$ cat src/core/hip_pkg.sv
// hip_pkg: constants for the host parallel port (commands, register addresses, cause bits).
// assumes nothing beyond a SystemVerilog-2012 compiler.
package hip_pkg;
   // command codes on the select lines
   localparam logic [2:0] HIP_CMD_PKT = 3'h0;
   localparam logic [2:0] HIP_CMD_REG = 3'h1;
   localparam logic [2:0] HIP_CMD_ADR_LO = 3'h2;
   localparam logic [2:0] HIP_CMD_ADR_HI = 3'h3;
   localparam int HIP_CMD_IDLE_BIT = 2;
   // internal register addresses
   localparam logic [15:0] HIP_ADR_MGMT_CLR = 16'h1806;
   localparam logic [15:0] HIP_ADR_EE_CLR = 16'h1C04;
   localparam logic [15:0] HIP_ADR_IRQ_STS = 16'h2000;
   localparam logic [15:0] HIP_ADR_RX_CLR = 16'h6403;
   localparam logic [15:0] HIP_ADR_TX_CLR = 16'h6411;
   // cause bit positions
   localparam int HIP_IRQ_MGMT = 0;
   localparam int HIP_IRQ_EE = 1;
   localparam int HIP_IRQ_RX = 2;
   localparam int HIP_IRQ_TX = 3;
   localparam int HIP_NUM_IRQ = 4;
   // synchroniser depth for pins
   localparam int HIP_SYNC_DEPTH = 3;
endpackage : hip_pkg

$ cat src/core/hip_port.sv
// hip_port: host parallel port with indirect 8-bit register access, packet data path and irq.
// assumes host strobes are asynchronous to clk_sys and each strobe low/high phase lasts
// at least three clk_sys periods; user logic supplies packet data and register read data.
// select and data must be steady three clk_sys periods before the strobe falls.
`timescale 1ns/10ps
// Function
// - Command 000 moves sixteen-bit packet data on read or write.
// - Command 001 moves eight-bit internal register data on read or write.
// - Write with command 010 loads address register low byte.
// - Write with command 011 loads address register high byte.
// - Read begins on falling edge of read strobe.
// - Write begins on falling edge of write strobe.
// - Interrupt raised on management, eeprom, receive or transmit-done events.
// - Four cause bits readable at internal address 2000H.
// - Write to 1806H clears management done interrupt.
// - Write to 1C04H clears eeprom done interrupt.
// - Write to 6403H clears packet received interrupt.
// - Write to 6411H clears packet transmitted interrupt.
module hip_port
   import hip_pkg::*;
#(
   parameter int DATA_W = 16
) (
   input wire logic clk_sys,
   input wire logic rst_b,
   input wire logic [2:0] host_cmd_select,
   input wire logic [DATA_W-1:0] host_data_bus_in,
   output logic [DATA_W-1:0] host_data_bus_out,
   output logic host_data_bus_oe,
   input wire logic host_chip_sel_n,
   input wire logic read_strobe_n,
   input wire logic write_strobe_n,
   output logic host_irq,
   input wire logic [HIP_NUM_IRQ-1:0] irq_event,
   output logic pkt_rd_req,
   input wire logic [DATA_W-1:0] pkt_rd_data,
   output logic pkt_wr_req,
   output logic [DATA_W-1:0] pkt_wr_data,
   output logic reg_rd_req,
   output logic reg_wr_req,
   output logic [15:0] reg_addr,
   output logic [7:0] reg_wr_data,
   input wire logic [7:0] reg_rd_data
);

   // all state in one record; nxt is its combinational copy
   typedef struct packed {
      logic [HIP_SYNC_DEPTH-1:0] rd_sync;
      logic [HIP_SYNC_DEPTH-1:0] wr_sync;
      logic [HIP_SYNC_DEPTH-1:0] cs_sync;
      logic [HIP_SYNC_DEPTH-1:0][2:0] cmd_sync;
      logic [HIP_SYNC_DEPTH-1:0][DATA_W-1:0] din_sync;
      logic [2:0] cmd_level;
      logic [DATA_W-1:0] din_level;
      logic rd_level;
      logic wr_level;
      logic rd_active;
      logic [2:0] rd_cmd;
      logic [15:0] addr;
      logic [HIP_NUM_IRQ-1:0] cause;
      logic [DATA_W-1:0] dout;
      logic pkt_rd;
      logic pkt_wr;
      logic [DATA_W-1:0] wdata;
      logic reg_rd;
      logic reg_wr;
      logic [7:0] reg_wd;
      logic rd_load;
   } hip_state_t;

   hip_state_t cur;
   hip_state_t nxt;

   // true when a write to the given internal address is under way
   function automatic logic hip_clr_hit(input logic [15:0] a, input logic [15:0] target,
                                        input logic wr_ok);
      hip_clr_hit = wr_ok && (a == target);
   endfunction : hip_clr_hit

   // stages two and three agree, so the filtered level may follow them
   function automatic logic hip_agree(input logic [HIP_SYNC_DEPTH-1:0] s);
      hip_agree = (s[1] == s[2]);
   endfunction : hip_agree

   // one-cycle fall: filtered level still high while stages two and three read low
   function automatic logic hip_fall(input logic level, input logic [HIP_SYNC_DEPTH-1:0] s,
                                     input logic sel_ok);
      hip_fall = level && !s[1] && !s[2] && sel_ok;
   endfunction : hip_fall

   logic rd_fall;
   logic wr_fall;
   logic cs_ok;
   logic wr_reg_ok;
   logic [HIP_NUM_IRQ-1:0] clr;

   // a strobe edge counts only once stages two and three agree, so glitches are filtered
   always_comb begin
      cs_ok = !cur.cs_sync[1] && !cur.cs_sync[2];
      rd_fall = hip_fall(cur.rd_level, cur.rd_sync, cs_ok);
      wr_fall = hip_fall(cur.wr_level, cur.wr_sync, cs_ok);
      wr_reg_ok = wr_fall && (cur.cmd_level == HIP_CMD_REG);
      // clear decodes; register writes to any other address leave the causes alone
      clr = '0;
      clr[HIP_IRQ_MGMT] = hip_clr_hit(cur.addr, HIP_ADR_MGMT_CLR, wr_reg_ok);
      clr[HIP_IRQ_EE] = hip_clr_hit(cur.addr, HIP_ADR_EE_CLR, wr_reg_ok);
      clr[HIP_IRQ_RX] = hip_clr_hit(cur.addr, HIP_ADR_RX_CLR, wr_reg_ok);
      clr[HIP_IRQ_TX] = hip_clr_hit(cur.addr, HIP_ADR_TX_CLR, wr_reg_ok);
   end

   // next-state logic; select and data pass three-stage chains like the strobes, since all are pins
   always_comb begin
      nxt = cur;
      nxt.rd_sync = {cur.rd_sync[HIP_SYNC_DEPTH-2:0], read_strobe_n};
      nxt.wr_sync = {cur.wr_sync[HIP_SYNC_DEPTH-2:0], write_strobe_n};
      nxt.cs_sync = {cur.cs_sync[HIP_SYNC_DEPTH-2:0], host_chip_sel_n};
      nxt.cmd_sync = {cur.cmd_sync[HIP_SYNC_DEPTH-2:0], host_cmd_select};
      nxt.din_sync = {cur.din_sync[HIP_SYNC_DEPTH-2:0], host_data_bus_in};
      // a bus word counts once stages two and three agree; a host that changes it
      // within three clk_sys periods of the strobe edge is not supported
      if (cur.cmd_sync[1] == cur.cmd_sync[2]) begin
         nxt.cmd_level = cur.cmd_sync[2];
      end
      if (cur.din_sync[1] == cur.din_sync[2]) begin
         nxt.din_level = cur.din_sync[2];
      end
      if (hip_agree(cur.rd_sync)) begin
         nxt.rd_level = cur.rd_sync[2];
      end
      if (hip_agree(cur.wr_sync)) begin
         nxt.wr_level = cur.wr_sync[2];
      end
      // request pulses last one cycle; the core takes them on the next edge
      nxt.pkt_rd = 1'h0;
      nxt.pkt_wr = 1'h0;
      nxt.reg_rd = 1'h0;
      nxt.reg_wr = 1'h0;
      nxt.rd_load = 1'h0;
      // set wins over clear so an event landing on the clear write is kept
      // there is no mask: any set cause holds host_irq high
      nxt.cause = (cur.cause & ~clr) | irq_event;
      // write commands; idle codes fall through and do nothing
      if (wr_fall && !cur.cmd_level[HIP_CMD_IDLE_BIT]) begin
         unique case (cur.cmd_level[1:0])
            HIP_CMD_PKT[1:0]: begin
               nxt.pkt_wr = 1'h1;
               nxt.wdata = cur.din_level;
            end
            HIP_CMD_REG[1:0]: begin
               nxt.reg_wr = 1'h1;
               nxt.reg_wd = cur.din_level[7:0];
            end
            HIP_CMD_ADR_LO[1:0]: begin
               nxt.addr[7:0] = cur.din_level[7:0];
            end
            HIP_CMD_ADR_HI[1:0]: begin
               nxt.addr[15:8] = cur.din_level[7:0];
            end
         endcase
      end
      // read start: request data, capture it one cycle later
      if (rd_fall && !cur.cmd_level[HIP_CMD_IDLE_BIT]) begin
         nxt.rd_active = 1'h1;
         nxt.rd_cmd = cur.cmd_level;
         nxt.rd_load = 1'h1;
         nxt.pkt_rd = (cur.cmd_level == HIP_CMD_PKT);
         nxt.reg_rd = (cur.cmd_level == HIP_CMD_REG);
      end
      // status reads are answered here; reg_rd_req still pulses so the core sees every access
      if (cur.rd_load) begin
         unique case (cur.rd_cmd)
            HIP_CMD_PKT: nxt.dout = pkt_rd_data;
            HIP_CMD_REG: begin
               nxt.dout = '0;
               if (cur.addr == HIP_ADR_IRQ_STS) begin
                  nxt.dout[HIP_NUM_IRQ-1:0] = cur.cause;
               end else begin
                  nxt.dout[7:0] = reg_rd_data;
               end
            end
            // address loads read back the address register
            HIP_CMD_ADR_LO: nxt.dout = {{(DATA_W-8){1'b0}}, cur.addr[7:0]};
            HIP_CMD_ADR_HI: nxt.dout = {{(DATA_W-8){1'b0}}, cur.addr[15:8]};
            default: nxt.dout = '0;
         endcase
      end
      // drive ends when the read strobe is seen high again or chip select drops
      if (cur.rd_active && (nxt.rd_level || !cs_ok)) begin
         nxt.rd_active = 1'b0;
      end
   end

   // state register; a strobe pin reset high reads as idle
   always_ff @(posedge clk_sys or negedge rst_b) begin
      if (!rst_b) begin
         cur <= '0;
         cur.rd_sync <= '1;
         cur.wr_sync <= '1;
         cur.cs_sync <= '1;
         cur.cmd_sync <= '1;
         cur.cmd_level <= '1;
         cur.rd_level <= 1'h1;
         cur.wr_level <= 1'h1;
      end else begin
         cur <= nxt;
      end
   end

   // outputs straight from state
   assign host_data_bus_out = cur.dout;
   // drive is held off during the load cycle so the pins never show a stale word
   assign host_data_bus_oe = cur.rd_active && !cur.rd_load;
   assign host_irq = |cur.cause;
   assign pkt_rd_req = cur.pkt_rd;
   assign pkt_wr_req = cur.pkt_wr;
   assign pkt_wr_data = cur.wdata;
   assign reg_rd_req = cur.reg_rd;
   assign reg_wr_req = cur.reg_wr;
   assign reg_addr = cur.addr;
   assign reg_wr_data = cur.reg_wd;

endmodule : hip_port

$ cat config.mk
export PLATFORM = sky130hd
export DESIGN_NAME = hip_port
export DESIGN_NICKNAME = d
export VERILOG_FILES = /design/src/core/hip_pkg.sv /design/src/core/hip_port.sv
export SDC_FILE = /design/constraint.sdc
export NUM_CORES = 1
export LEC_CHECK = 0
export ABC_AREA = 1
export BUFFER_PORTS_ARGS = -buffer_cell sky130_fd_sc_hd__buf_2
export CELL_PAD_IN_SITES_DETAIL_PLACEMENT = 0
export CELL_PAD_IN_SITES_GLOBAL_PLACEMENT = 2
export CORE_MARGIN = 5
export CORE_UTILIZATION = 38
export DETAILED_ROUTE_END_ITERATION = 7
export GPL_TIMING_DRIVEN = 1
export PLACE_DENSITY = 0.86
export SYNTH_ARGS = -nofsm -noshare
export SYNTH_HDL_FRONTEND = slang
export SYNTH_SLANG_ARGS = --single-unit
$ cat constraint.sdc
create_clock -name clk_sys -period 2.5 [get_ports clk_sys]
set_input_delay 0.375 -clock clk_sys [delete_from_list [all_inputs] [get_ports clk_sys]]
set_output_delay 0.375 -clock clk_sys [all_outputs]
set_load 0.005 [all_outputs]
# Word level (Yosys, flattened, before mapping)
# Cells that the tools add are included.
word_totals:
  reg_bits: 156
  output_inout_bits: 62
  in_bits: 52
  elab_cells: 93
op_classes:
  bitwise: 3
  eq_ne: 16
  mux: 13
  reduce_logical: 35
ops:
  columns: ["op", "n"]
  rows:
  - ["case mux 16 bit (4 select lines)", 1]
  - ["two-way mux 17 bit", 2]
  - ["== test 16 x 13 -> 1 bit, second input constant", 2]
  - ["== test 16 x 15 -> 1 bit, second input constant", 2]
  - ["two-way mux 9 bit", 2]
  - ["== test 16 x 14 -> 1 bit, second input constant", 1]
  - ["== test 16 bit", 1]
  - ["logical AND 1 bit", 16]
  - ["two-way mux 4 bit", 3]
  - ["logical NOT 1 bit", 9]
  - ["AND reduction 2 bit", 4]
  - ["== test 3 x 1 -> 1 bit, second input constant", 2]
  - ["== test 3 x 2 -> 1 bit, second input constant", 2]
  - ["logical NOT 3 bit", 2]
  - ["two-way mux 1 bit", 5]
  - ["AND 4 bit", 1]
  - ["== test 2 bit, second input constant", 2]
  - ["NOT 4 bit", 1]
  - ["bitwise OR 4 bit", 1]
  - ["OR reduction 4 bit", 1]
  - ["== test 3 bit", 1]
  - ["== test 1 bit", 2]
  - ["== test 2 x 1 -> 1 bit, second input constant", 1]
  - ["logical NOT 2 bit", 1]
  - ["other kinds (2)", 2]

# Logic depth before layout (Yosys ltp)
# Gate-level depths: netlist (run 1).
depth:
  word_depth: 9
  ltp_mapped: 10
  ltp_nobuf: 10

# Worst setup path after synthesis (run 1)
# Ideal clock, no wire load.
synth_path:
  kind: "flip-flop to flip-flop"
  start: "reg cur[87] (netlist bit)"
  end: "reg cur, in the netlist reg_wr_data[6]"
  t_required_ns: 2.382
  path_buffers: 2
  stages_incl_launch_ff: 8
  slack_ns: 1.099
  arrival_time_ns: 1.283
  setup_time_ns: 0.118
  period_less_slack_ns: 1.401
  path_cell_list: "dfstp_2 > buf_2 > nand2_1 > nor2_4 > inv_4 > buf_6 > nand2_1 > o21ai_2"
synth_via:
  elab_chain_cells: 2
synth_rtl:
  columns: ["element", "line", "text"]
  rows:
  - ["start: declaration", "hip_port.sv:71", "hip_state_t cur;"]
  - ["start signal: assignment", "hip_port.sv:205", "cur <= nxt;"]
  - ["== test 2 x 1 -> 1 bit", "hip_port.sv:144", "unique case (cur.cmd_level[1:0])"]
  - ["AND reduction 2 bit (no source line)", null, null]
# Every way passes these cells.
# A chain may end at the register's enable or synchronous reset.

# Worst setup path after layout (run 1)
layout_path:
  start: "reg cur[0] (netlist bit)"
  end: "out host_data_bus_oe"
layout_via:
  elab_chain_cells: 2
layout_rtl:
  columns: ["element", "line", "text"]
  rows:
  - ["logical NOT 1 bit", "hip_port.sv:212", "assign host_data_bus_oe = cur.rd_active && !cur.rd_load;"]
  - ["logical AND 1 bit", "hip_port.sv:212", null]
  - ["end: declaration", "hip_port.sv:29", "output logic host_data_bus_oe,"]
# Every way passes these cells.

==> results of run 1 <==
-- Yosys cell counts --
master | number | share of area (%)
buf_2 | 7 | 0.56
buf_4 | 56 | 6.7
nor3_4 | 3 | 0.77
nor3_1 | 1 | 0.079
nor3_2 | 1 | 0.16
o41ai_1 | 1 | 0.14
xor2_1 | 5 | 0.69
nand2_2 | 4 | 0.40
o21ai_2 | 10 | 1.4
xnor2_1 | 12 | 1.7
dfrtp_1 | 133 | 53
o21ai_0 | 37 | 2.9
nand3_4 | 1 | 0.28
inv_1 | 47 | 2.8
nand2_1 | 156 | 9.3
buf_6 | 3 | 0.54
nor2_4 | 4 | 0.71
clkbuf_1 | 3 | 0.18
nor2_1 | 36 | 2.1
nand3_1 | 48 | 3.8
a21o_1 | 4 | 0.48
o22ai_1 | 3 | 0.30
a21oi_1 | 11 | 0.87
nand3b_1 | 1 | 0.12
dfstp_2 | 23 | 9.6
inv_4 | 1 | 0.099
nand4_1 | 5 | 0.50
-- kinds of logic after synthesis --
kind of cell | count (synthesis) | synth area share [%]
AO/OA/AOI/OAI | 66 | 6.12
flip-flops | 156 | 62.4
buffers and inverters | 117 | 10.8
XOR/XNOR | 17 | 2.36
AND/OR/NAND/NOR | 260 | 18.3
-- layer usage --
metal  part of all wire, %  vias up  global-route usage, %
li1                      -     2035                      -
met1                    47     1974                   19.6
met2                    47      124                   22.8
met3                   5.3        9                   4.03
met4                  0.89        0                   4.17
met5                     0        -                      0
-- through the flow --
| stage | worst slack (ns) | utilization (%) | instance area [µm²] | total power [mW] |
|---|---|---|---|---|
| after CTS | 0.698 | 44.7 | 7330 | 6.45 |
| final | 0.768 | 44.7 | 7330 | 6.37 |
| after global routing | 0.606 | 44.7 | 7330 | 6.69 |
| after floorplan | 1.10 | - | 6300 | 3.55 |
| after detailed placement | 0.825 | 40.8 | 6700 | 3.74 |
| after global placement | 0.848 | 40.8 | 6700 | 3.72 |
-- repair_timing --
action,4_1_cts,5_1_grt
hold endpoints to repair,31,0
hold buffers,1,0
endpoints found under the setup margin,0,0
buffers inserted,0,0
-- power by group through the flow --
stage,registers [mW],clock network (mW),logic [mW]
floorplan,2.94,0,0.613
global placement,2.99,0,0.732
detailed placement,3.00,0,0.737
CTS,2.96,2.75,0.743
global route,2.99,2.86,0.841
finish,2.96,2.69,0.725
-- cell type report --
cell class	count	area (µm²)	area share, %
inverter	48	183	2.49
clock buffer	20	457	6.23
sequential	156	3930	53.6
tap	220	275	3.75
timing repair buffer	119	632	8.62
clock inverter	11	166	2.27
multi-input combinational	343	1690	23.0
-- layout by cell type, fill, tap and decap left out, types with 5 or more instances in the layout --
master	instances
inv_1	47
o21ai_0	37
xnor2_1	12
dfstp_2	23
buf_2	112
dfrtp_1	133
clkbuf_16	17
a21oi_1	11
nand4_1	5
nand2_1	156
xor2_1	5
nor2_1	36
o21ai_2	10
nand3_1	48
-- worst max-delay path: cells and delay by family (launching register included) --
family                 cells  cell delay (ns)
buffers and inverters      1             0.15
DFF                        1             0.69
and+or+nand+nor            1             0.11
-- sequential cells by signal, summed over array words and instances (netlist names) --
| register | count |
|---|---|
| reg_wr_data | 8 |
| pkt_wr_data | 16 |
| reg_addr | 16 |
| host_data_bus_out | 16 |
| reg_rd_req | 1 |
| cur | 96 |
| pkt_rd_req | 1 |
| reg_wr_req | 1 |
| pkt_wr_req | 1 |
-- how the worst max path moves through the flow --
stage,start,to,slack [ns]
after floorplan,cur[87]$_DFFE_PN1N_,reg_wr_data[6]$_DFFE_PN0P_,1.10
after global placement,cur[148]$_DFF_PN1_,reg_addr[7]$_DFFE_PN0P_,0.85
after detailed placement,cur[148]$_DFF_PN1_,reg_addr[1]$_DFFE_PN0P_,0.82
after CTS,cur[0]$_DFF_PN0_,host_data_bus_oe,0.70
after global routing,cur[0]$_DFF_PN0_,host_data_bus_oe,0.61
final,cur[0]$_DFF_PN0_,host_data_bus_oe,0.77
==> impl_results.md, run 1 <==
* Max_cap viols at 0
* Crit-path slowest cell: dfrtp_1
* Initial antenna violation count at 0
* Yosys warnings at 0
* Placed Cells at 885
* Hold Fails Final Rpt at 0
* ANT cells at 0
* Htree depth at 4
* Cell Area, Synth at 0.00630 mm²
* Share of cells above drive strength 1 at 28.0%
* CP max stage delay at 0.69 ns
* Worst hold start: read_strobe_n
* Num rows at 47
* Max Fclk at 577 MHz
* Flops & latches, synth at 156
* Vias in the first global route at 4299
* Tmin final at 1.73 ns
* Endpoints failing setup at 0
* Worst slew margin at 58.5%
* First-pass GRT wire length at 22400 µm
* Switching share of power at 24.8%
* CP Capture Type: output port
* # fillers at 1586
* Slew @ Worst Pin at 0.621 ns
* CTS Buf Count at 17
* Core box area at 0.0164 mm²
* Combinational Power Share at 11.4%
* Number of port buffers at 113
* Routed Antenna Nets at 0
* Reg2reg end: reg_addr[1]$_DFFE_PN0P_
* Leakage Power at 3.64 nW
* HP Class: input port to flip-flop
* Drt first pass iters at 4
* Critical-path cell list: nor2_1, buf_2
* Worst-path clk slew at 0.06 ns
* Slew Limit Fails at 0
* R2r startpoint: cur[148]$_DFF_PN1_
* Detailed-route via count at 4142
* Setup TNS at 0 ns
* Area delta synth->final at 16.3%
* Yosys cell types at 27
* Worst Hold End: cur[153]$_DFF_PN1_
* Grt ovf at 0
* Worst skew pair latency at 0.42 ns
* P per Cell Area at 869 mW/mm²
* Critical Path Start Type: flip-flop
* Die H at 139 µm
* Switching power at 1.58 mW
* Internal power at 4.79 mW
* Non-filler cells, final at 917
* GP Congestion at 0.845
* Clock sink total at 156
* Die ar. at 0.0193 mm²
* Cells after Synth at 616
* Hold_ws at 0.0602 ns
* Via/cell ratio at 4.52
* Root buffer cell: clkbuf_16
* Clock group share of total power at 42.2%
* Final WL at 13100 µm
* VDD IR-drop max at 0.000475 V
* Die width at 139 µm
* Cells on worst reg2reg path at 4
* Pin count of the biggest net entering global routing at 68
* Clock buffer depth at 2
* Routed WL per cell at 14.3 µm
* CP arrival at 1.36 ns
* Drt drc at 0
* I/O pins at 114
* DRT iter0 DRCs at 226
* Clk_skew at 0.0105 ns
* Critical Path Fanout Max at 18
* Hold Path Stages at 1
* Period utilization at 69.3%
* Initial core utilization at 38.4%
* Seq/Total Area, Yosys at 62.4%
* Hpwl dp at 9650 µm
* Status: complete, no violations
* CTS tree: done
* Reg power frac at 46.4%
* Syn nets at 668
* Setup CP Type: flip-flop to output port
* Reg-to-reg slack, setup at 0.84 ns
* Average cell area after synthesis at 10.2 µm²
* RSZ-0062 raised after global routing: no
* PostCTS Resize Cnt at 0
* Net count, final at 737
* Critical Path RT at 2.12 ns
* Gr usage total at 14.4%
(Power assumes the default switching activity.)
==> run 2, diff against run 1 <==
--- a/config.mk
+++ b/config.mk
@@ -5,7 +5,7 @@
 export SDC_FILE = /design/constraint.sdc
 export NUM_CORES = 1
 export LEC_CHECK = 0
-export ABC_AREA = 1
+export ABC_AREA = 0
 export BUFFER_PORTS_ARGS = -buffer_cell sky130_fd_sc_hd__buf_2
 export CELL_PAD_IN_SITES_DETAIL_PLACEMENT = 0
 export CELL_PAD_IN_SITES_GLOBAL_PLACEMENT = 2
@@ -13,7 +13,7 @@
 export CORE_UTILIZATION = 38
 export DETAILED_ROUTE_END_ITERATION = 7
 export GPL_TIMING_DRIVEN = 1
-export PLACE_DENSITY = 0.86
+export PLACE_DENSITY = 0.8
 export SYNTH_ARGS = -nofsm -noshare
 export SYNTH_HDL_FRONTEND = slang
 export SYNTH_SLANG_ARGS = --single-unit
==> constraint.sdc (replaced) <==
create_clock -name clk_sys -period 1.75 [get_ports clk_sys]
set_input_delay 0.2625 -clock clk_sys [delete_from_list [all_inputs] [get_ports clk_sys]]
set_output_delay 0.2625 -clock clk_sys [all_outputs]
set_load 0.005 [all_outputs]
==> impl_results.md, run 2 <==
* Post-synth top area share at 53.6% (+0.77 points)
* Area delta synth->final at 24.7%
* Share of cells above drive strength 1 at 45.6% (+18 points)
* Status: finished, violations left
* # fillers at 1441 (-9.1%)
* Max_cap viols at 0 (unchanged)
* CP max stage delay at 0.39 ns (-0.30 ns)
* Initial core utilization at 39.0% (+0.55 points)
* Setup CP Type: flip-flop to flip-flop
* Syn nets at 506 (-24%)
* Cells after Synth at 454 (-26%)
* Routed Antenna Nets at 0 (unchanged)
* Slew @ Worst Pin at 0.586 ns (-0.0344 ns)
* Dominant synthesized flop cell: dfrtp_1
* HP Class: input port to flip-flop
* Seq/Total Area, Yosys at 63.3% (+0.91 points)
* Die width at 138 µm (-0.67%)
* Number of port buffers at 113 (unchanged)
* Critical Path RT at 2.05 ns (-0.07 ns)
* Core box area at 0.0159 mm² (-2.8%)
* Non-filler cells, final at 799 (-13%)
* Yosys cell types at 43 (+59%)
* Reg power frac at 46.2% (-0.2 points)
* Die ar. at 0.0190 mm² (-1.3%)
* Synth top area cells: dfrtp_1 54%, dfstp_2 9.7%, mux2_2 8.9%
* Max reg flops at 96 (unchanged)
* Internal power at 6.70 mW (+40%)
* Grt met1 use at 18.3% (-1.3 points)
* Crit-path slowest cell: dfrtp_1
* Commonest non-fill, non-tap cell in the layout: dfrtp_1
* Tmin final at 1.79 ns
* Drt first pass iters at 4 (unchanged)
* Leading area contributor after synthesis: dfrtp_1
* ANT cells at 0 (unchanged)
* Initial antenna violation count at 0 (unchanged)
* Switching share of power at 23.1% (-1.7 points)
* Async set-reset flop share out of synthesis at 100% (unchanged)
* Critical Path Fanout Max at 7 (-11)
* Hold Path Stages at 3 (+2)
* Peak-usage layer in the global routing report: met2
* Reg with most FFs: cur
* Most frequent cell after synthesis: dfrtp_1
* Htree depth at 4 (unchanged)
* Cell Area, Synth at 0.00621 mm² (-1.4%)
* CP arrival at 2.09 ns (+0.73 ns)
* Vias in the first global route at 3855 (-10%)
* Register area at 0.00393 mm² (unchanged)
* Gr usage total at 14.5% (+0.053 points)
* EDFF count, synth at 0 (unchanged)
* Endpoints failing setup at 14 (+14)
* GP Congestion at 0.804 (-4.8%)
* Clock buffer depth at 2 (unchanged)
* Yosys warnings at 0 (unchanged)
* Worst-path clk slew at 0.06 ns (about the same)
* Switching power at 2.01 mW (+27%)
* Most frequent cells in the layout: 133 x dfrtp_1, 112 x buf_2, 49 x mux2_2
* Max Fclk at 560 MHz
* Period utilization at 102%
* Pwr Total at 8.71 mW (+37%)
* Clock group share of total power at 44.6% (+2.4 points)
* RSZ-0062 raised after global routing: yes
* Placed Cells at 740 (-16%)
* I/O pins at 114 (unchanged)
* Die H at 138 µm (-0.67%)
* Net count, final at 622 (-16%)
* Top Family by Delay on Critical Path: simple AND/OR/NAND/NOR gates
* Critical Path Start Type: flip-flop
* P per Cell Area at 1120 mW/mm² (+29%)
* Via/cell ratio at 4.65 (+3.0%)
* Cells on worst reg2reg path at 6 (+2)
* CP Capture Type: flip-flop
* Routed WL per cell at 16.2 µm (+14%)
* Combinational Power Share at 9.3% (-2.1 points)
* Multi-input gate area at 0.00178 mm² (+5.4%)
* Clk_skew at 0.00921 ns (-0.00129 ns)
* Hpwl dp at 9430 µm (-2.2%)
* DRT iter0 DRCs at 152 (-33%)
* Clock sink total at 156 (unchanged)
* Final WL at 13000 µm (-1.1%)
* Bufs and invs on worst path at 2 (+1)
* M2 GR Usage at 23.7% (+0.92 points)
* VDD IR-drop max at 0.000616 V (+30%)
* Pin count of the biggest net entering global routing at 68 (unchanged)
* Pre-CTS setup slack at -0.121 ns (-0.946 ns)
* Flops & latches, synth at 156 (unchanged)
* Worst slew margin at 60.8% (+2.3 points)
* Root buffer cell: clkbuf_16
* Critical-path cell list: xor2_1, nor4_2, buf_4, nand4_4, buf_6, mux2_4
* Leakage Power at 3.86 nW (+5.8%)
* Failing checks: setup timing
* First-pass GRT wire length at 20600 µm (-8.0%)
* Setup TNS at -0.312 ns (-0.312 ns)
* Average cell area after synthesis at 13.7 µm² (+34%)
* Met3 Resource Use GR at 3.98% (-0.053 points)
* Final WS setup at -0.0359 ns (-0.804 ns)
* Drt drc at 0 (unchanged)
* Hold Fails Final Rpt at 0 (unchanged)
* CP Depth at 6 (+4)
* CTS Buf Count at 17 (unchanged)
* Detailed-route via count at 3716 (-10%)
* Synth top cells by count: 133 x dfrtp_1, 56 x buf_4, 49 x mux2_2, 23 x dfstp_2, 19 x nand2_1
* CTS tree: done
* Num rows at 46 (-2.1%)
* Grt ovf at 0 (unchanged)
* Slew Limit Fails at 0 (unchanged)
* Worst skew pair latency at 0.42 ns (about the same)
[run 2: cell count changes after synthesis, moves of 14 or more]
cell / delta
o21ai_0: -26
inv_1: -33
nand2b_1: +14
nor2_1: -32
nand2_1: -137
nand3_1: -32
mux2_2: +49
[run 2: layer usage]
layer,part of all wire [%],up-vias
li1,-,1742
met4,1.6,0
met5,0,-
met1,43,1853
met2,49,104
met3,6.4,17
[run 2: stage by stage]
stage / area [µm²] / util, % / hold slack, ns
finish: 7750 / 48.6 / 0.0515
global route: 7750 / 48.6 / 0.0503
CTS: 7730 / 48.5 / 0.0280
detailed placement: 6810 / 42.7 / 0.143
global placement: 6810 / 42.7 / 0.143
floorplan: 6210 / - / -0.0331
[run 2: worst paths after layout]
kind,from,endpoint,slack [ns]
setup / recovery,cur[125]$_DFF_PN0_,cur[73]$_DFFE_PN0N_,-0.04
hold / removal,pkt_rd_data[10],host_data_bus_out[10]$_DFFE_PN0P_,0.05
setup reg to reg,cur[125]$_DFF_PN0_,cur[73]$_DFFE_PN0N_,-0.04
hold reg to reg,cur[104]$_DFF_PN0_,cur[120]$_DFF_PN0_,0.35
max in group asynchronous,rst_b,cur[151]$_DFF_PN1_,0.83
min in group asynchronous,rst_b,pkt_rd_req$_DFF_PN0_,0.28
[run 2: logic make-up (layout without fill, tap and decap cells)]
group	after synthesis	after routing	share of synthesized area [%]
xor+xnor	19	19	2.68
mux	68	68	12.8
buf+inv	84	213	8.62
fa+ha+maj	2	2	0.322
flops	156	156	63.3
simple gates	85	85	7.84
compound gates	40	40	4.45
[run 2: power by group through the flow]
stage | clock, mW | combinational [mW] | sequential [mW]
after CTS | 3.98 | 0.819 | 4.03
after floorplan | 0 | 0.574 | 4.05
after global routing | 4.13 | 0.920 | 4.06
after detailed placement | 0 | 0.765 | 4.09
after global placement | 0 | 0.757 | 4.08
final | 3.88 | 0.806 | 4.02
[run 2: layout make-up]
cell class / instances / share of cell area, %
inverter: 14 / 0.678
clock inverter: 14 / 2.49
tap: 216 / 3.49
timing repair buffer: 167 / 14.0
clock buffer: 18 / 5.67
sequential: 156 / 50.8
multi-input combinational: 214 / 22.9
[run 2: worst register-to-register path, stage by stage (launching register included)]
cell and delay (ns):
dfrtp_1 0.39, xor2_1 0.17, nor4_2 0.35, buf_4 0.18
nand4_4 0.11, buf_6 0.18, mux2_4 0.29
[run 2: timing repair]
action / 4_1_cts / 5_1_grt
gates resized for setup: 7 / 1
setup endpoints to repair: 17 / 20
hold buffers: 23 / 0
setup buffers: 3 / 1
pin swaps: 2 / 2
hold endpoints to repair: 44 / 0
